`config.mk`:
```
export PLATFORM = sky130hd
export DESIGN_NAME = mr0_device_flat
export DESIGN_NICKNAME = d
export VERILOG_FILES = /design/src/pkg/mr0_pkg.sv /design/src/pkg/mr0_if.sv /design/src/core/mr0_device.sv /design/src/flat_wrapper.sv
export SDC_FILE = /design/constraint.sdc
export NUM_CORES = 1
export LEC_CHECK = 0
export BUFFER_PORTS_ARGS = -buffer_cell sky130_fd_sc_hd__buf_2
export CAP_MARGIN = 20
export CORE_MARGIN = 2
export CORE_UTILIZATION = 46
export DETAILED_ROUTE_END_ITERATION = 8
export PLACE_DENSITY = 0.73
export SLEW_MARGIN = 20
export SYNTH_ARGS = -nofsm -noshare
export SYNTH_HDL_FRONTEND = slang
export SYNTH_SLANG_ARGS = --single-unit
```
`constraint.sdc`:
```
create_clock -name ref_clk_in -period 1.4 [get_ports ref_clk_in]
set_input_delay 0.14 -clock ref_clk_in [delete_from_list [all_inputs] [get_ports ref_clk_in]]
set_output_delay 0.14 -clock ref_clk_in [all_outputs]
set_load 0.02 [all_outputs]
```
`src/pkg/mr0_pkg.sv`:
```
// Shared constants and types for the mode register zero link.
package mr0_pkg;
  // ----------------------------------------------------------------
  // Command encodings and field layout
  // ----------------------------------------------------------------
  typedef enum logic [1:0] {
    CMD_NOP   = 2'b00,
    CMD_MRS   = 2'b01,
    CMD_READ  = 2'b10,
    CMD_WRITE = 2'b11
  } cmd_e;

  localparam int MR_W        = 19;
  localparam int COL_W       = 10;
  localparam int BL_LSB      = 0;
  localparam int BT_BIT      = 3;
  localparam int CL_LSB      = 4;
  localparam int DLLRST_BIT  = 8;
  localparam int WR_LSB      = 9;
  localparam int PPD_BIT     = 12;
  localparam int OTF_ADDR    = 12;
  localparam logic [MR_W-1:0] MR_RESET = 19'h00000;
  localparam logic [MR_W-1:0] MR_RSVD  = 19'h4e080;

  localparam logic [1:0] BL_FIX8 = 2'b00;
  localparam logic [1:0] BL_OTF  = 2'b01;
  localparam logic [1:0] BL_BC4  = 2'b10;

  // ----------------------------------------------------------------
  // Timing counts
  // ----------------------------------------------------------------
  localparam int DLLK_CYC    = 512;
  localparam int MOD_CYC     = 12;
  localparam int BEATS       = 8;
  localparam int LINK_DIV    = 4;
endpackage : mr0_pkg

```
`src/pkg/mr0_if.sv`:
```
// Link between controller and device: clock, command, address, data.
`timescale 1ns/1ps
interface mr0_if;
  logic                       ck;
  mr0_pkg::cmd_e              cmd;
  logic [mr0_pkg::MR_W-1:0]   addr;
  logic [7:0]                 dq_ctl;
  logic                       dq_ctl_oe;
  logic [7:0]                 dq_dev;
  logic                       dq_dev_oe;
  logic                       dqs_dev;
  logic                       dqs_dev_oe;
  logic                       reset_n;

  modport ctl (output ck, cmd, addr, dq_ctl, dq_ctl_oe, reset_n,
               input dq_dev, dq_dev_oe, dqs_dev, dqs_dev_oe);
  modport dev (input ck, cmd, addr, dq_ctl, dq_ctl_oe, reset_n,
               output dq_dev, dq_dev_oe, dqs_dev, dqs_dev_oe);
endinterface : mr0_if

```
`src/core/mr0_device.sv`:
```
// Device end: mode register zero, decode and burst ordering.
//
// Implementation choices: the address-and-strobe port and the address map.
`timescale 1ns/1ps
// Behaviour
// - MR0 bits 1:0 choose burst length
// - on-the-fly: A12 low BC4, high BL8
// - burst wraps inside aligned column block
// - burst length applies to reads and writes
// - controller writes reserved bits as zero
// - bit 3 picks sequential or interleaved
// - sequential read rotates within nibbles
// - interleaved read beat is start XOR k
// - BC4 read tri-states last four beats
// - writes ignore low column bits
// - BC4 and BL8 start same time
// - bit 8 starts DLL reset, self-clears
// - controller waits 512 clocks before read
// - bits 11:9 select write recovery
// - testbench rounds write recovery up
// - bit 12 keeps DLL in power-down
// - bits 6:4 set CAS latency 5-11
// - first read data at n plus m
// - controller idles for tMOD after MRS
// - register bits other than bit 8 held until reprogrammed or reset
module mr0_device (
  input  wire logic                ref_clk_in,     // System clock.
  input  wire logic                sys_rst_in,     // Synchronous reset.
  mr0_if.dev                       link,           // Link to controller.
  output logic [mr0_pkg::MR_W-1:0] mode_out,       // Stored mode register.
  output logic [3:0]               cas_lat_out,    // CAS latency in clocks.
  output logic [3:0]               wr_rec_out,     // Write recovery in clocks.
  output logic                     dll_run_pd_out, // DLL runs in power-down.
  output logic                     dll_rst_out,    // DLL reset pulse.
  output logic [2:0]               col_out,        // Column of current beat.
  output logic                     col_valid_out,  // Column valid.
  output logic                     col_wr_out,     // Beat belongs to a write.
  output logic [7:0]               wdata_out       // Captured write data.
);
  import mr0_pkg::*;

  // ----------------------------------------------------------------
  // Input synchronisers
  // ----------------------------------------------------------------
  logic [2:0] ck_r;
  logic       rstn_s1_r;
  logic       rstn_r;
  always_ff @(posedge ref_clk_in) begin
    ck_r      <= sys_rst_in ? 3'h0 : {ck_r[1:0], link.ck};
    rstn_s1_r <= sys_rst_in ? 1'b0 : link.reset_n;
    rstn_r    <= sys_rst_in ? 1'b0 : rstn_s1_r;
  end
  wire ck_rise = ck_r[1] & ~ck_r[2];
  wire dev_rst = sys_rst_in | ~rstn_r;

  // Command and address are stable across a link edge, so they are
  // sampled once on the detected rise after a two-stage delay.
  cmd_e            cmd_s1_r, cmd_r;
  logic [MR_W-1:0] addr_s1_r, addr_r;
  logic [7:0]      dq_s1_r, dq_r;
  always_ff @(posedge ref_clk_in) begin
    cmd_s1_r  <= link.cmd;
    cmd_r     <= cmd_s1_r;
    addr_s1_r <= link.addr;
    addr_r    <= addr_s1_r;
    dq_s1_r   <= link.dq_ctl;
    dq_r      <= dq_s1_r;
  end

  // ----------------------------------------------------------------
  // Mode register
  // ----------------------------------------------------------------
  logic [MR_W-1:0] mr_r;
  always_ff @(posedge ref_clk_in) begin
    if (dev_rst) begin
      mr_r <= MR_RESET;
    end else if (ck_rise && cmd_r == CMD_MRS) begin
      mr_r <= addr_r & ~MR_RSVD;
    end else if (mr_r[DLLRST_BIT]) begin
      mr_r[DLLRST_BIT] <= 1'b0;
    end
  end

  always_ff @(posedge ref_clk_in) begin
    dll_rst_out <= dev_rst ? 1'b0 : (mr_r[DLLRST_BIT] & ~dll_rst_out);
  end

  function automatic logic [3:0] cl_decode(input logic [2:0] f);
    cl_decode = (f == 3'h0) ? 4'h5 : ({1'b0, f} + 4'h4);
  endfunction : cl_decode

  function automatic logic [3:0] wr_decode(input logic [2:0] f);
    unique case (f)
      3'h1: wr_decode = 4'h5;
      3'h2: wr_decode = 4'h6;
      3'h3: wr_decode = 4'h7;
      3'h4: wr_decode = 4'h8;
      3'h5: wr_decode = 4'ha;
      3'h6: wr_decode = 4'hc;
      3'h0, 3'h7: wr_decode = 4'he;
    endcase
  endfunction : wr_decode

  always_ff @(posedge ref_clk_in) begin
    mode_out       <= mr_r;
    cas_lat_out    <= cl_decode(mr_r[CL_LSB +: 3]);
    wr_rec_out     <= wr_decode(mr_r[WR_LSB +: 3]);
    dll_run_pd_out <= mr_r[PPD_BIT];
  end

  // ----------------------------------------------------------------
  // Burst engine
  // ----------------------------------------------------------------
  typedef enum logic [1:0] {
    ST_IDLE = 2'b00,
    ST_LAT  = 2'b01,
    ST_BEAT = 2'b10
  } st_e;
  st_e        st_r;
  logic [3:0] lat_r;
  logic [2:0] beat_r;
  logic [2:0] start_r;
  logic       chop_r;
  logic       wr_r;
  logic       ilv_r;

  function automatic logic [2:0] burst_col(input logic [2:0] s, input logic [2:0] k,
                                           input logic ilv, input logic wr, input logic chop);
    logic [2:0] c;
    c = 3'h0;
    if (wr) begin
      c = chop ? {s[2], k[1:0]} : k;
    end else if (ilv) begin
      c = s ^ k;
    end else begin
      c = {s[2] ^ k[2], 2'(s[1:0] + k[1:0])};
    end
    burst_col = c;
  endfunction : burst_col

  wire [1:0] bl = mr_r[BL_LSB +: 2];
  wire chop_now = (bl == BL_BC4) || (bl == BL_OTF && !addr_r[OTF_ADDR]);

  always_ff @(posedge ref_clk_in) begin
    if (dev_rst) begin
      st_r    <= ST_IDLE;
      lat_r   <= 4'h0;
      beat_r  <= 3'h0;
      start_r <= 3'h0;
      chop_r  <= 1'b0;
      wr_r    <= 1'b0;
      ilv_r   <= 1'b0;
    end else if (ck_rise) begin
      unique case (st_r)
        ST_IDLE: begin
          if (cmd_r == CMD_READ || cmd_r == CMD_WRITE) begin
            st_r    <= ST_LAT;
            wr_r    <= (cmd_r == CMD_WRITE);
            chop_r  <= chop_now;
            ilv_r   <= mr_r[BT_BIT];
            start_r <= addr_r[2:0];
            lat_r   <= (cmd_r == CMD_WRITE) ? 4'h1 : cl_decode(mr_r[CL_LSB +: 3]) - 4'h1;
            beat_r  <= 3'h0;
          end
        end
        ST_LAT: begin
          if (lat_r <= 4'h1) begin
            st_r <= ST_BEAT;
          end
          lat_r <= lat_r - 4'h1;
        end
        ST_BEAT: begin
          beat_r <= beat_r + 3'h1;
          if (beat_r == 3'(BEATS - 1)) begin
            st_r <= ST_IDLE;
          end
        end
      endcase
    end
  end

  // One beat falls in each link period; beat_r advances on each detected rise.
  wire in_beat  = (st_r == ST_BEAT);
  wire live     = in_beat && !(chop_r && beat_r[2]);
  always_ff @(posedge ref_clk_in) begin
    col_out         <= burst_col(start_r, beat_r, ilv_r, wr_r, chop_r);
    col_valid_out   <= dev_rst ? 1'b0 : live;
    col_wr_out      <= wr_r;
    wdata_out       <= dq_r;
    link.dq_dev     <= {5'h00, burst_col(start_r, beat_r, ilv_r, wr_r, chop_r)};
    link.dq_dev_oe  <= dev_rst ? 1'b0 : (live && !wr_r);
    link.dqs_dev    <= beat_r[0];
    link.dqs_dev_oe <= dev_rst ? 1'b0 : (live && !wr_r);
  end
endmodule : mr0_device

```
`src/flat_wrapper.sv`:
```
// flat-port wrapper written by rule: the top's interface ports become plain ports
module mr0_device_flat import mr0_pkg::*;
  (ref_clk_in, sys_rst_in, mode_out, cas_lat_out, wr_rec_out, dll_run_pd_out, dll_rst_out, col_out, col_valid_out, col_wr_out, wdata_out, link_ck, link_cmd, link_addr, link_dq_ctl, link_dq_ctl_oe, link_reset_n, link_dq_dev, link_dq_dev_oe, link_dqs_dev, link_dqs_dev_oe);
  mr0_if link_i ();
  input  wire logic ref_clk_in;
  input  wire logic sys_rst_in;
  output logic [mr0_pkg::MR_W-1:0] mode_out;
  output logic [3:0] cas_lat_out;
  output logic [3:0] wr_rec_out;
  output logic dll_run_pd_out;
  output logic dll_rst_out;
  output logic [2:0] col_out;
  output logic col_valid_out;
  output logic col_wr_out;
  output logic [7:0] wdata_out;
  input wire logic [$bits(link_i.ck)-1:0] link_ck;
  input wire logic [$bits(link_i.cmd)-1:0] link_cmd;
  input wire logic [$bits(link_i.addr)-1:0] link_addr;
  input wire logic [$bits(link_i.dq_ctl)-1:0] link_dq_ctl;
  input wire logic [$bits(link_i.dq_ctl_oe)-1:0] link_dq_ctl_oe;
  input wire logic [$bits(link_i.reset_n)-1:0] link_reset_n;
  output wire logic [$bits(link_i.dq_dev)-1:0] link_dq_dev;
  output wire logic [$bits(link_i.dq_dev_oe)-1:0] link_dq_dev_oe;
  output wire logic [$bits(link_i.dqs_dev)-1:0] link_dqs_dev;
  output wire logic [$bits(link_i.dqs_dev_oe)-1:0] link_dqs_dev_oe;
  assign link_i.ck = link_ck;
  assign link_i.cmd = link_cmd;
  assign link_i.addr = link_addr;
  assign link_i.dq_ctl = link_dq_ctl;
  assign link_i.dq_ctl_oe = link_dq_ctl_oe;
  assign link_i.reset_n = link_reset_n;
  assign link_dq_dev = link_i.dq_dev;
  assign link_dq_dev_oe = link_i.dq_dev_oe;
  assign link_dqs_dev = link_i.dqs_dev;
  assign link_dqs_dev_oe = link_i.dqs_dev_oe;
  mr0_device u_core (.ref_clk_in(ref_clk_in), .sys_rst_in(sys_rst_in), .link(link_i), .mode_out(mode_out), .cas_lat_out(cas_lat_out), .wr_rec_out(wr_rec_out), .dll_run_pd_out(dll_run_pd_out), .dll_rst_out(dll_rst_out), .col_out(col_out), .col_valid_out(col_valid_out), .col_wr_out(col_wr_out), .wdata_out(wdata_out));
endmodule
```
Yosys cells after proc, flatten, opt, wreduce, memory -nomap -nowiden
Memory sizes are Yosys's and may differ from the RTL's. A register that Yosys moved wholly into a read port is not among the register bits.
Cells that the tools add are included.
Cells by class
  add/sub/neg operators: 5
  magnitude comparators: 1
  equality and inequality tests: 11
  multiplexer cells: 13
  bitwise gates (word level): 9
  reduce and logical (&&, ||, !) cells: 19
Operators by type and width (number)
  two-way mux 3 bit: 4
  two-way mux 4 bit: 3
  AND reduction 3 bit: 3
  == test 2 bit (second input constant): 4
  one-hot mux 4 bit (2 select lines): 1
  subtractor 4 x 1 -> 4 bit (second input constant): 2
  == test 2 x 1 -> 1 bit (second input constant): 3
  two-way mux 2 bit: 3
  one-hot mux 2 bit (3 select lines): 1
  one-hot mux 3 bit (2 select lines): 1
  logical AND 1 bit: 5
  adder 3 x 3 -> 4 bit (second input constant): 1
  less-or-equal comparator 4 x 1 -> 1 bit (second input constant): 1
  != test 2 x 1 -> 1 bit (second input constant): 2
  inverter 1 bit: 4
  AND reduction 4 bit: 1
  nonzero test 2 bit: 2
  adder 3 x 1 -> 3 bit (second input constant): 1
  == test 3 bit (second input constant): 1
  zero test 1 bit: 3
  zero test 3 bit: 1
  bitwise XOR 3 bit: 1
  adder 2 bit: 1
  AND 1 bit: 2
  6 further kinds: 7
Word-level totals
  bits in registers: 125
  memory bits (read-only): 32
  bits of input ports: 34
  output and inout port bits: 53
  logic and storage cells: 87
  memories kept: 1
Memory list
  (no name shown): depth 8, bits a word 4, rd ports 1, clocked after memory_dff 1, wr ports 0, line mr0_device.sv:93  | unique case (f)

Depth between registers and ports, before layout
Gate-level depths: netlist (run 1).
  word-level depth: 6
  mapped depth: 7
  gate-level depth less buffers: 6

Worst setup path after synthesis (run 1)
Ideal clock, no wire load.
  path kind: register to register
  start: reg u_core.st_r[1]
  end: reg u_core.lat_r[3]
  library setup time: 0.124 ns
  arrival time: 1.321 ns
  data required time: 1.276 ns
  slack: -0.045 ns
  cell stages (with the launch flop): 8
  period minus slack after synthesis: 1.445 ns
  path through: dfxtp_1 inv_1 ha_1 buf_6 mux2_2 and2_4 mux2i_1 a31oi_1
Between the ends
  longest elaborated chain between the ends: 3
Ends and longest elaborated chain
  start, declared: line mr0_device.sv:119  | st_e st_r;
  start signal, assigned: line mr0_device.sv:146  | st_r <= ST_IDLE;
  start signal, assigned: line mr0_device.sv:157  | st_r <= ST_LAT;
  start signal, assigned: line mr0_device.sv:168  | st_r <= ST_BEAT;
  == test 2 x 1 -> 1 bit / zero test 2 bit (equally long branches): line mr0_device.sv:154  | unique case (st_r)
  nonzero test 2 bit (no source line) / != test 2 x 1 -> 1 bit (equally long branches)
  AND reduction 3 bit (no source line)
  end signal, assigned: line mr0_device.sv:162  | lat_r <= (cmd_r == CMD_WRITE) ? 4'h1 : cl_decode(mr_r[CL_LSB +: 3]) - 4'h1;
  end signal, assigned: line mr0_device.sv:170  | lat_r <= lat_r - 4'h1;
  end, declared: line mr0_device.sv:120  | logic [3:0] lat_r;
Several ways; a longest one is shown, not always the timed one.
A chain may end at the register's enable or synchronous reset.

Worst setup path in the final report (run 1)
  start: reg u_core.st_r[0]
  end: reg u_core.lat_r[3]
The elaborated chain is that of the path after synthesis.

==> results of run 1 <==
-- power groups by stage --
stage | combinational (W) | sequential (W) | clock [W]
after floorplan | 0.0000914 | 0.00362 | 0
after global placement | 0.000147 | 0.00361 | 0
after detailed placement | 0.000151 | 0.00361 | 0
after CTS | 0.000216 | 0.00354 | 0.00477
after global routing | 0.000243 | 0.00355 | 0.00495
final | 0.000227 | 0.00354 | 0.00472
-- cell families (layout without fill, tap and decap cells) --
logic type / after synthesis / count (layout) / synth area share [%]
flip-flops: 120 / 120 / 68.94
AND/OR/NAND/NOR: 90 / 90 / 12.64
AO/OA/AOI/OAI: 38 / 38 / 6.463
buffers and inverters: 31 / 155 / 5.638
multiplexers: 9 / 9 / 2.836
adder cells (fa/ha/maj): 8 / 8 / 2.873
XOR/XNOR: 2 / 2 / 0.5028
other: 1 / 10 / 0.1076
-- worst max path at each step --
stage / startpoint / endpoint / slack (ps) / depth (start not counted)
global route: u_core.st_r[0] / u_core.lat_r[3] / -60 / 6
floorplan: u_core.st_r[1] / u_core.lat_r[3] / -7 / 7
global placement: u_core.st_r[0] / u_core.lat_r[3] / -40 / 6
CTS: u_core.beat_r[1] / u_core.st_r[0] / 0.5 / 6
finish: u_core.st_r[0] / u_core.lat_r[3] / -60 / 6
detailed placement: u_core.st_r[0] / u_core.lat_r[3] / -100 / 6
-- final cells by class --
type | count | area (sq um)
Sequential cell | 120 | 2410
Fill cell | 512 | 2281
Multi-Input combinational cell | 157 | 1027
Timing Repair Buffer | 116 | 768.2
Clock buffer | 17 | 414.1
Clock inverter | 15 | 239.0
Tap cell | 99 | 123.9
Inverter | 7 | 28.78
-- metal layers --
layer / vias to the layer above / track usage, %
met1: 1122 / 17.35
met3: 23 / 7.137
li1: 1194 / -
met2: 78 / 30.93
met5: - / 0
met4: 0 / 10.10
-- metrics by stage --
step / std cells / total power, W
2_1_floorplan: 308 / 0.003713
3_3_place_gp: 468 / 0.003758
3_5_place_dp: 468 / 0.003765
4_1_cts: 529 / 0.008530
5_1_grt: 531 / 0.008745
6_report: 531 / 0.008485
-- sequential cells by signal, summed over array words and instances, names as in the netlist, 4 cells and up --
signal,flops
u_core.wdata_out,8
u_core.addr_s1_r,14
u_core.dq_r,8
u_core.mode_out,14
u_core.dq_s1_r,8
u_core.cas_lat_out,4
u_core.lat_r,4
u_core.mr_r,14
u_core.wr_rec_out,4
u_core.addr_r,14
-- synth_stat cells (2+ instances only) --
library cell and number:
nor2b_1 9, mux2_2 3, nand2b_1 5, clkbuf_1 2, o21bai_1 2, o21ai_0 2, buf_4 16, a21oi_1 25
and2_1 2, nor3b_1 2, buf_6 2, nor2_1 11, nand3_1 3, mux2i_1 5, ha_1 8, dfxtp_1 120
and3_1 2, nand2_1 46, buf_2 4, inv_1 7
-- timing repair --
action,CTS,global route
resized for setup,17,7
hold buffers,29,0
endpoints found under the hold margin,30,0
buffers inserted,0,2
pin swaps,6,4
endpoints found under the setup margin,8,7
==> results.cfg, run 1 <==
[grt]
grt_pass1_wl_mm = 11.04
grtUsageTotal_pct = 17.57
antenna_found_initial = 0
grt_max_degree = 19
grt_pass1_vias = 2412
grt-ovfl-total = 0

[detailed_routing]
drt-initial-drc-count = 110
post_drt_via_cell_ratio = 4.552
vias = 2417
drt_wl_total_mm = 6.921
drc = 0
dr_wl_met3_microns = 326
routed-wl-met2_mm = 3.678
drt-pass1-iter-count = 4
ant_nets = 0
drt-met1-wl_mm = 2.703
top_layer_used = met4
wire_per_inst_microns = 13.03

[clock_network]
cts.sinks = 120
root_buffer = clkbuf_8
tritoncts = yes
htree_levels = 4
clock_path_buffers = 2
path_clk_slew_ps = 60
cts_made_buffers = 17
clk_latency_ps = 510

[pwr]
powerDensity_nw_per_um2 = 1693
p_sw_w = 0.001741
ir_drop_mv = 1.032
power.static_leakage_nw = 2.171
clkPwrFrac_pct = 55.6
combinationalPowerShare_pct = 2.7
p_seq_share_pct = 41.7
swShare_pct = 20.52
p_int_w = 0.006744

[cells_and_area]
design_area_sq_um = 5011
syn_to_final_growth_pct = 43.81
finish.utilization_pct = 68.72
drive_gt1_share_pct = 34.49
antenna_cells = 0
layout_common_cells = dfxtp_1, buf_2, nand2_1
layout_commonest_cell = dfxtp_1
fin_nets = 461

[yosys]
syn_area_sq_um = 3485
yosys_warnings = 0
synth.distinct_cells = 43
ys_ff_latch = 120
synth_area_leader_cell = dfxtp_1
synth_top_area_share_pct = 68.94
synthCells = 299
yosys_most_used_dff = dfxtp_1
synth-seq-area-share_pct = 68.94
synth_edf_count = 0
synthTopCellsByArea = dfxtp_1, nand2_1, a21oi_1
postSynthAreaPerCell_sq_um = 11.65
async_reset_ff_share_pct = 0

[setup_path]
reg2reg_from = u_core.st_r[0]
cp_num_buf_inv = 1
path_delay_family = multiplexers
cp_max_fo = 4
max_stage_delay_ps = 330
rrSetupSlack_ps = -60
rr_worst_depth = 6
cp.required_ps = 1800
r2r-end = u_core.lat_r[3]
path_cells = buf_4, ha_4, mux2_4, and2_4, mux2i_1, a31oi_1
endpoint_kind = flop
crit_type = flop to flop
start_kind = flop
worstPathArrival_ps = 1850
crit_slowest_cell = dfxtp_2

[timing]
clock_skew_ps = 5.526
finalCriticalPeriod_ps = 1460
timing.fmax_mhz = 685.1
hold_ws_ps = 254.6
setup_ws_ps = -59.74
hold_violations = 0
rsz0062_at_grt = true
fin_tns_setup_ps = -75.77
finalMaxSlewViolations = 0
setup_viol = 3
post-route-period-util_pct = 104.3

[floorplan]
row_count = 31
start_util_pct = 47.79
core_area_sq_um = 7292
pin_count = 87
die_w_microns = 91.04
die_h_microns = 91.04
die_area_sq_um = 8287

[min_path]
whs_endpoint = u_core.addr_s1_r[4]
hold_depth = 2
hp-start = link_addr[4]
hp-class = input port to flop

[run_status]
failed_checks = setup timing
status = finished with violations

[place]
numPortBuffers = 70
dp_slack_ps = -96.60
hpwl_mm = 3.854
dpl_cell_area_sq_um = 3948
gp_congestion = 0.7264

[job]
max_cap_viol_count = 0
Power figures use the tool's default switching activity.
==> run 2, diff against run 1 <==
- CORE_UTILIZATION: 46 -> 55
- PLACE_DENSITY: 0.73 -> 0.82
- clock period: 1.4 -> 1.73 ns (I/O delays scaled with it)
==> run 2 against run 1 <==
  * The flow now finishes without violations
  * Combinational power fell by 25%
  * Clock power fell by 25%
  * Hold slack better by 45 ps
  * Total power decreased by 22%
  * Register-to-register slack better by 210 ps
  * Critical path type unchanged
  * Largest cell class unchanged
  * Highest routed layer unchanged
==> results.cfg, run 2 (synthesized netlist as in run 1, its figures left out) <==
[clock_network]
cts-resized-gates = 0
path_clk_slew_ps = 50
tritoncts = yes
cts.sinks = 120
hold_buffers = 29
cts_made_buffers = 17
clk_latency_ps = 500
clock_path_buffers = 2
root_buffer = clkbuf_8
htree_levels = 4
postCtsSetupRepairBufs = 0

[setup_path]
path_delay_family = flip-flops
critPathCapture = u_core.st_r[0]
start_kind = flop
cp_num_buf_inv = 0
rrSetupSlack_ps = 150
cp.required_ps = 2120
max_stage_delay_ps = 360
reg2reg_from = u_core.beat_r[1]
path_cells = ha_1, ha_1, nand2b_1, nand3_1, a21oi_1, mux2_2
rr_worst_depth = 6
worstPathArrival_ps = 1970
crit_cells = 6
crit_slowest_cell = dfxtp_1
crit_type = flop to flop
cp-startpoint = u_core.beat_r[1]
endpoint_kind = flop
path_common_cell = ha_1
cp_max_fo = 3
r2r-end = u_core.st_r[0]

[cells_and_area]
layout_common_cells = dfxtp_1, buf_2, nand2_1
drive_gt1_share_pct = 27.34
layout_commonest_cell = dfxtp_1
syn_to_final_growth_pct = 35.22
antenna_cells = 0
fin_nets = 447

[floorplan]
die_w_microns = 83.60
pin_count = 87
die_area_sq_um = 6988
start_util_pct = 57.83
core_area_sq_um = 6026
row_count = 28
die_h_microns = 83.60

[timing]
finalMaxSlewViolations = 0
hold_violations = 0
fin_tns_setup_ps = 0
post-route-period-util_pct = 91.43
rsz0062_at_grt = false
slew_headroom_pct = 60.95
tightestPinTransition_ps = 584.0
finalCriticalPeriod_ps = 1582
setup_viol = 0
timing.fmax_mhz = 632.2
clock_skew_ps = 7.787
setup_ws_ps = 148.2

[job]
max_cap_viol_count = 0

[place]
hpwl_mm = 3.693
numPortBuffers = 70
dp_slack_ps = 189.8
gp_congestion = 0.8902

[detailed_routing]
ant_nets = 0
wire_per_inst_microns = 13.52
vias = 2333
top_layer_used = met4
drt-pass1-iter-count = 5
drt_wl_total_mm = 6.652
drc = 0
drt-met1-wl_mm = 2.621
dr_wl_met3_microns = 313
drt-initial-drc-count = 124
post_drt_via_cell_ratio = 4.742
routed-wl-met2_mm = 3.584

[pwr]
powerDensity_nw_per_um2 = 1398
power.static_leakage_nw = 2.042
ir_drop_mv = 1.105

[grt]
grt_pass1_vias = 2389
grt_max_degree = 19
grt_pass1_wl_mm = 10.85
antenna_found_initial = 0
grt-ovfl-total = 0
grtUsageTotal_pct = 20.18

[run_status]
status = completed

[min_path]
hp-class = input port to flop
-- run 2: cell types whose count changed in the layout (fill, tap and decap cells not counted), moves of 3 or more --
| cell | previous run | this run |
|---|---|---|
| dfxtp_1 | 116 | 120 |
| dfxtp_2 | 3 | 0 |
| ha_1 | 3 | 8 |
| clkinv_4 | 3 | 0 |
| buf_4 | 17 | 3 |
| clkinvlp_4 | 1 | 5 |
| ha_4 | 4 | 0 |
| inv_6 | 5 | 1 |
-- run 2: cell type report --
| class | count | area [sq um] |
|---|---|---|
| clock buffers | 20 | 435.4 |
| clock inverters | 11 | 171.4 |
| fillers | 347 | 1314 |
| inverters | 7 | 26.28 |
| multi-input cells | 157 | 919.6 |
| flip-flops and latches | 120 | 2402 |
| well taps | 75 | 93.84 |
| repair buffers | 102 | 663.1 |
-- run 2: worst min path at each step --
stage / startpoint / to / slack [ps] / cells past startpoint
after floorplan: link_addr[0] / u_core.addr_s1_r[0] / 200 / 0
after global placement: link_dq_ctl[1] / u_core.dq_s1_r[1] / 270 / 1
after detailed placement: link_addr[4] / u_core.addr_s1_r[4] / 280 / 1
after CTS: link_addr[5] / u_core.addr_s1_r[5] / 280 / 2
after global routing: link_addr[4] / u_core.addr_s1_r[4] / 290 / 2
final: link_addr[5] / u_core.addr_s1_r[5] / 300 / 2
-- run 2: layer usage --
| layer | vias to the layer above | global-route usage [%] |
|---|---|---|
| met5 | - | 0 |
| met4 | 0 | 10.12 |
| met3 | 12 | 6.825 |
| met2 | 80 | 36.73 |
| met1 | 1078 | 20.36 |
| li1 | 1163 | - |
-- run 2: worst reg2reg max path, stage by stage (launching register included) --
cell	delay, ps
dfxtp_1	360
ha_1	200
ha_1	160
nand2b_1	100
nand3_1	100
a21oi_1	190
mux2_2	350
-- run 2: per-stage QoR --
step                      std cells  hold slack, ps  util [%]  instance area [sq um]  total power (W)
after CTS                       492           277.8     78.20                   4712         0.006610
after global routing            492           292.5     78.20                   4712         0.006784
final                           492           299.6     78.20                   4712         0.006590
after global placement          432           274.9     63.31                   3815         0.003032
after detailed placement        432           276.6     63.31                   3815         0.003038
after floorplan                 308           200.7         -                   3518         0.003004
-- run 2: power breakdown --
| part | leakage, nW | switching [W] | total (W) | internal [W] |
|---|---|---|---|---|
| registers | 0.989 | 0.0000263 | 0.00287 | 0.00284 |
| logic | 0.774 | 0.0000824 | 0.000170 | 0.0000875 |
| clock network | 0.280 | 0.00118 | 0.00355 | 0.00237 |
==> run 3, diff against run 2 <==
- ABC_AREA: not set -> 1
- ABC_CLOCK_PERIOD_IN_PS: not set -> 1730
- RECOVER_POWER: not set -> 100
==> run 3 against run 2 <==
  * Routed wire length grew 3.3%
  * Final cell count grew 9.3%
  * Fmax up 0.48%
  * Via count is 7.2% higher
  * Hold slack improved by 6.8 ps
  * Global-route usage increased by 0.82 points
  * Critical path type unchanged
==> results.cfg, run 3 <==
[clock_network]
clk_latency_ps = 500
htree_levels = 4
cts_made_buffers = 17
path_clk_slew_ps = 60
tritoncts = yes
root_buffer = clkbuf_8
clock_path_buffers = 2
postCtsSetupRepairBufs = 0
cts.sinks = 120

[floorplan]
start_util_pct = 55.95
die_w_microns = 83.68
die_h_microns = 83.68
die_area_sq_um = 7002
core_area_sq_um = 6241
pin_count = 87
row_count = 29

[place]
hpwl_mm = 3.778
numPortBuffers = 70
gp_congestion = 0.7267

[timing]
post-route-period-util_pct = 91.00
hold_ws_ps = 306.4
rsz0062_at_grt = false
timing.fmax_mhz = 635.2
finalMaxSlewViolations = 0
finalCriticalPeriod_ps = 1574
slew_headroom_pct = 63.56
tightestPinTransition_ps = 546.6
setup_viol = 0
clock_skew_ps = 6.354
fin_tns_setup_ps = 0
hold_violations = 0

[yosys]
synth_most_common_cell = dfxtp_1
synth-seq-area-share_pct = 68.79
synthCells = 342
postSynthAreaPerCell_sq_um = 10.21
ys_ff_latch = 120
synth_commonest_cells = dfxtp_1, nor2_1, nand2_1
yosys_warnings = 0
synth_top_area_share_pct = 68.79
synth_area_leader_cell = dfxtp_1
synthTopCellsByArea = dfxtp_1, nor2_1, o21ai_0
async_reset_ff_share_pct = 0
yosys_most_used_dff = dfxtp_1
synth_edf_count = 0
syn_area_sq_um = 3492
synth.distinct_cells = 23

[setup_path]
cp.required_ps = 2120
crit_type = flop to flop
rrSetupSlack_ps = 160
rr_worst_depth = 8
r2r-end = u_core.start_r[2]
endpoint_kind = flop
cp_max_fo = 6
cp_num_buf_inv = 2
start_kind = flop
max_stage_delay_ps = 370
path_delay_family = simple AND/OR/NAND/NOR gates
worstPathArrival_ps = 1960
reg2reg_from = u_core.st_r[0]
crit_slowest_cell = dfxtp_1
path_cells = inv_1, ha_1, inv_1, nor2_1, nor2_2, nand2_2, o21ai_0, nor2_1

[cells_and_area]
layout_common_cells = dfxtp_1, nor2_1, clkbuf_1
drive_gt1_share_pct = 14.10
regArea_sq_um = 2402
antenna_cells = 0
finish.utilization_pct = 75.18
multi_input_area_sq_um = 844.6
nFillCells = 432
syn_to_final_growth_pct = 34.36
fin_nets = 490
layout_commonest_cell = dfxtp_1

[grt]
antenna_found_initial = 0
grt_max_degree = 32
grt_pass1_vias = 2512
grtUsageTotal_pct = 21.00
grt-ovfl-total = 0
grt_pass1_wl_mm = 11.25

[detailed_routing]
vias = 2502
drc = 0
post_drt_via_cell_ratio = 4.651
drt-initial-drc-count = 138
drt_wl_total_mm = 6.870
drt-pass1-iter-count = 4
ant_nets = 0
wire_per_inst_microns = 12.77

[pwr]
power.static_leakage_nw = 2.000
powerDensity_nw_per_um2 = 1440
ir_drop_mv = 1.002
power.total_w = 0.006756

[run_status]
status = completed

[min_path]
hp-class = input port to flop
whs_endpoint = u_core.dq_s1_r[6]
hp-start = link_dq_ctl[6]
hold_depth = 2

[job]
max_cap_viol_count = 0
[run 3: changes by cell type after synthesis, moves of 8 or more]
| cell | delta |
|---|---|
| a21oi_1 | -13 |
| o21ai_0 | +27 |
| inv_1 | +25 |
| nor2_1 | +43 |
| nor2b_1 | -9 |
| nand2_1 | -8 |
[run 3: what timing repair did]
action,4_1_cts,5_1_grt
hold endpoints to repair,29,0
hold buffers,29,0
resized for setup,0,2
setup endpoints to repair,0,2
[run 3: cell families (layout without fill, tap and decap cells)]
| logic type | Yosys count | count (layout) | share of synthesized area, % |
|---|---|---|---|
| xor+xnor | 2 | 2 | 0.5017 |
| fa+ha+maj | 8 | 8 | 2.866 |
| flops | 120 | 120 | 68.79 |
| compound gates | 41 | 41 | 5.876 |
| buf+inv | 55 | 165 | 7.703 |
| simple gates | 115 | 115 | 14.15 |
| other cells | 1 | 10 | 0.1074 |
[run 3: area by class of cell]
cell class | instances | area share (%)
Multi-Input combinational cell | 176 | 18.00
Clock buffer | 21 | 9.360
Timing Repair Buffer | 100 | 12.59
Clock inverter | 11 | 4.160
Sequential cell | 120 | 51.20
Inverter | 33 | 2.640
Tap cell | 77 | 2.053
[run 3: how the worst max path moves through the flow]
stage	from	endpoint	slack (ps)	depth (start not counted)
CTS	u_core.st_r[0]	u_core.start_r[1]	150	8
global route	u_core.st_r[0]	u_core.start_r[0]	30	8
floorplan	u_core.st_r[0]	u_core.beat_r[0]	400	8
finish	u_core.st_r[0]	u_core.start_r[2]	160	8
detailed placement	u_core.st_r[0]	u_core.beat_r[0]	260	8
global placement	u_core.st_r[0]	u_core.beat_r[0]	290	8
[run 3: worst register-to-register path: cells and delay by family, from the launching register on]
| family | cells | cell delay, ps |
|---|---|---|
| DFF | 1 | 370 |
| AOI/OAI and AO/OA | 1 | 210 |
| buffers and inverters | 2 | 220 |
| adders and majority gates | 1 | 240 |
| and+or+nand+nor | 4 | 420 |
[run 3: layer usage]
metal	up-vias	GRT usage (%)	routed length, microns
li1	1258	-	-
met1	1163	20.36	2639
met2	71	39.49	3772
met3	10	7.616	349
met4	0	9.091	110
met5	-	0	0
[run 3: power breakdown]
group | internal [W] | switching (W)
Sequential | 0.00284 | 0.0000255
Combinational | 0.0000820 | 0.0000929
Clock | 0.00253 | 0.00119
[run 3: per-stage QoR]
stage	setup WS [ps]	cell area, sq um	instances
floorplan	399.4	3526	351
CTS	149.4	4760	538
finish	155.8	4692	538
global placement	288.3	3835	477
global route	26.25	4692	538
detailed placement	256.4	3835	477
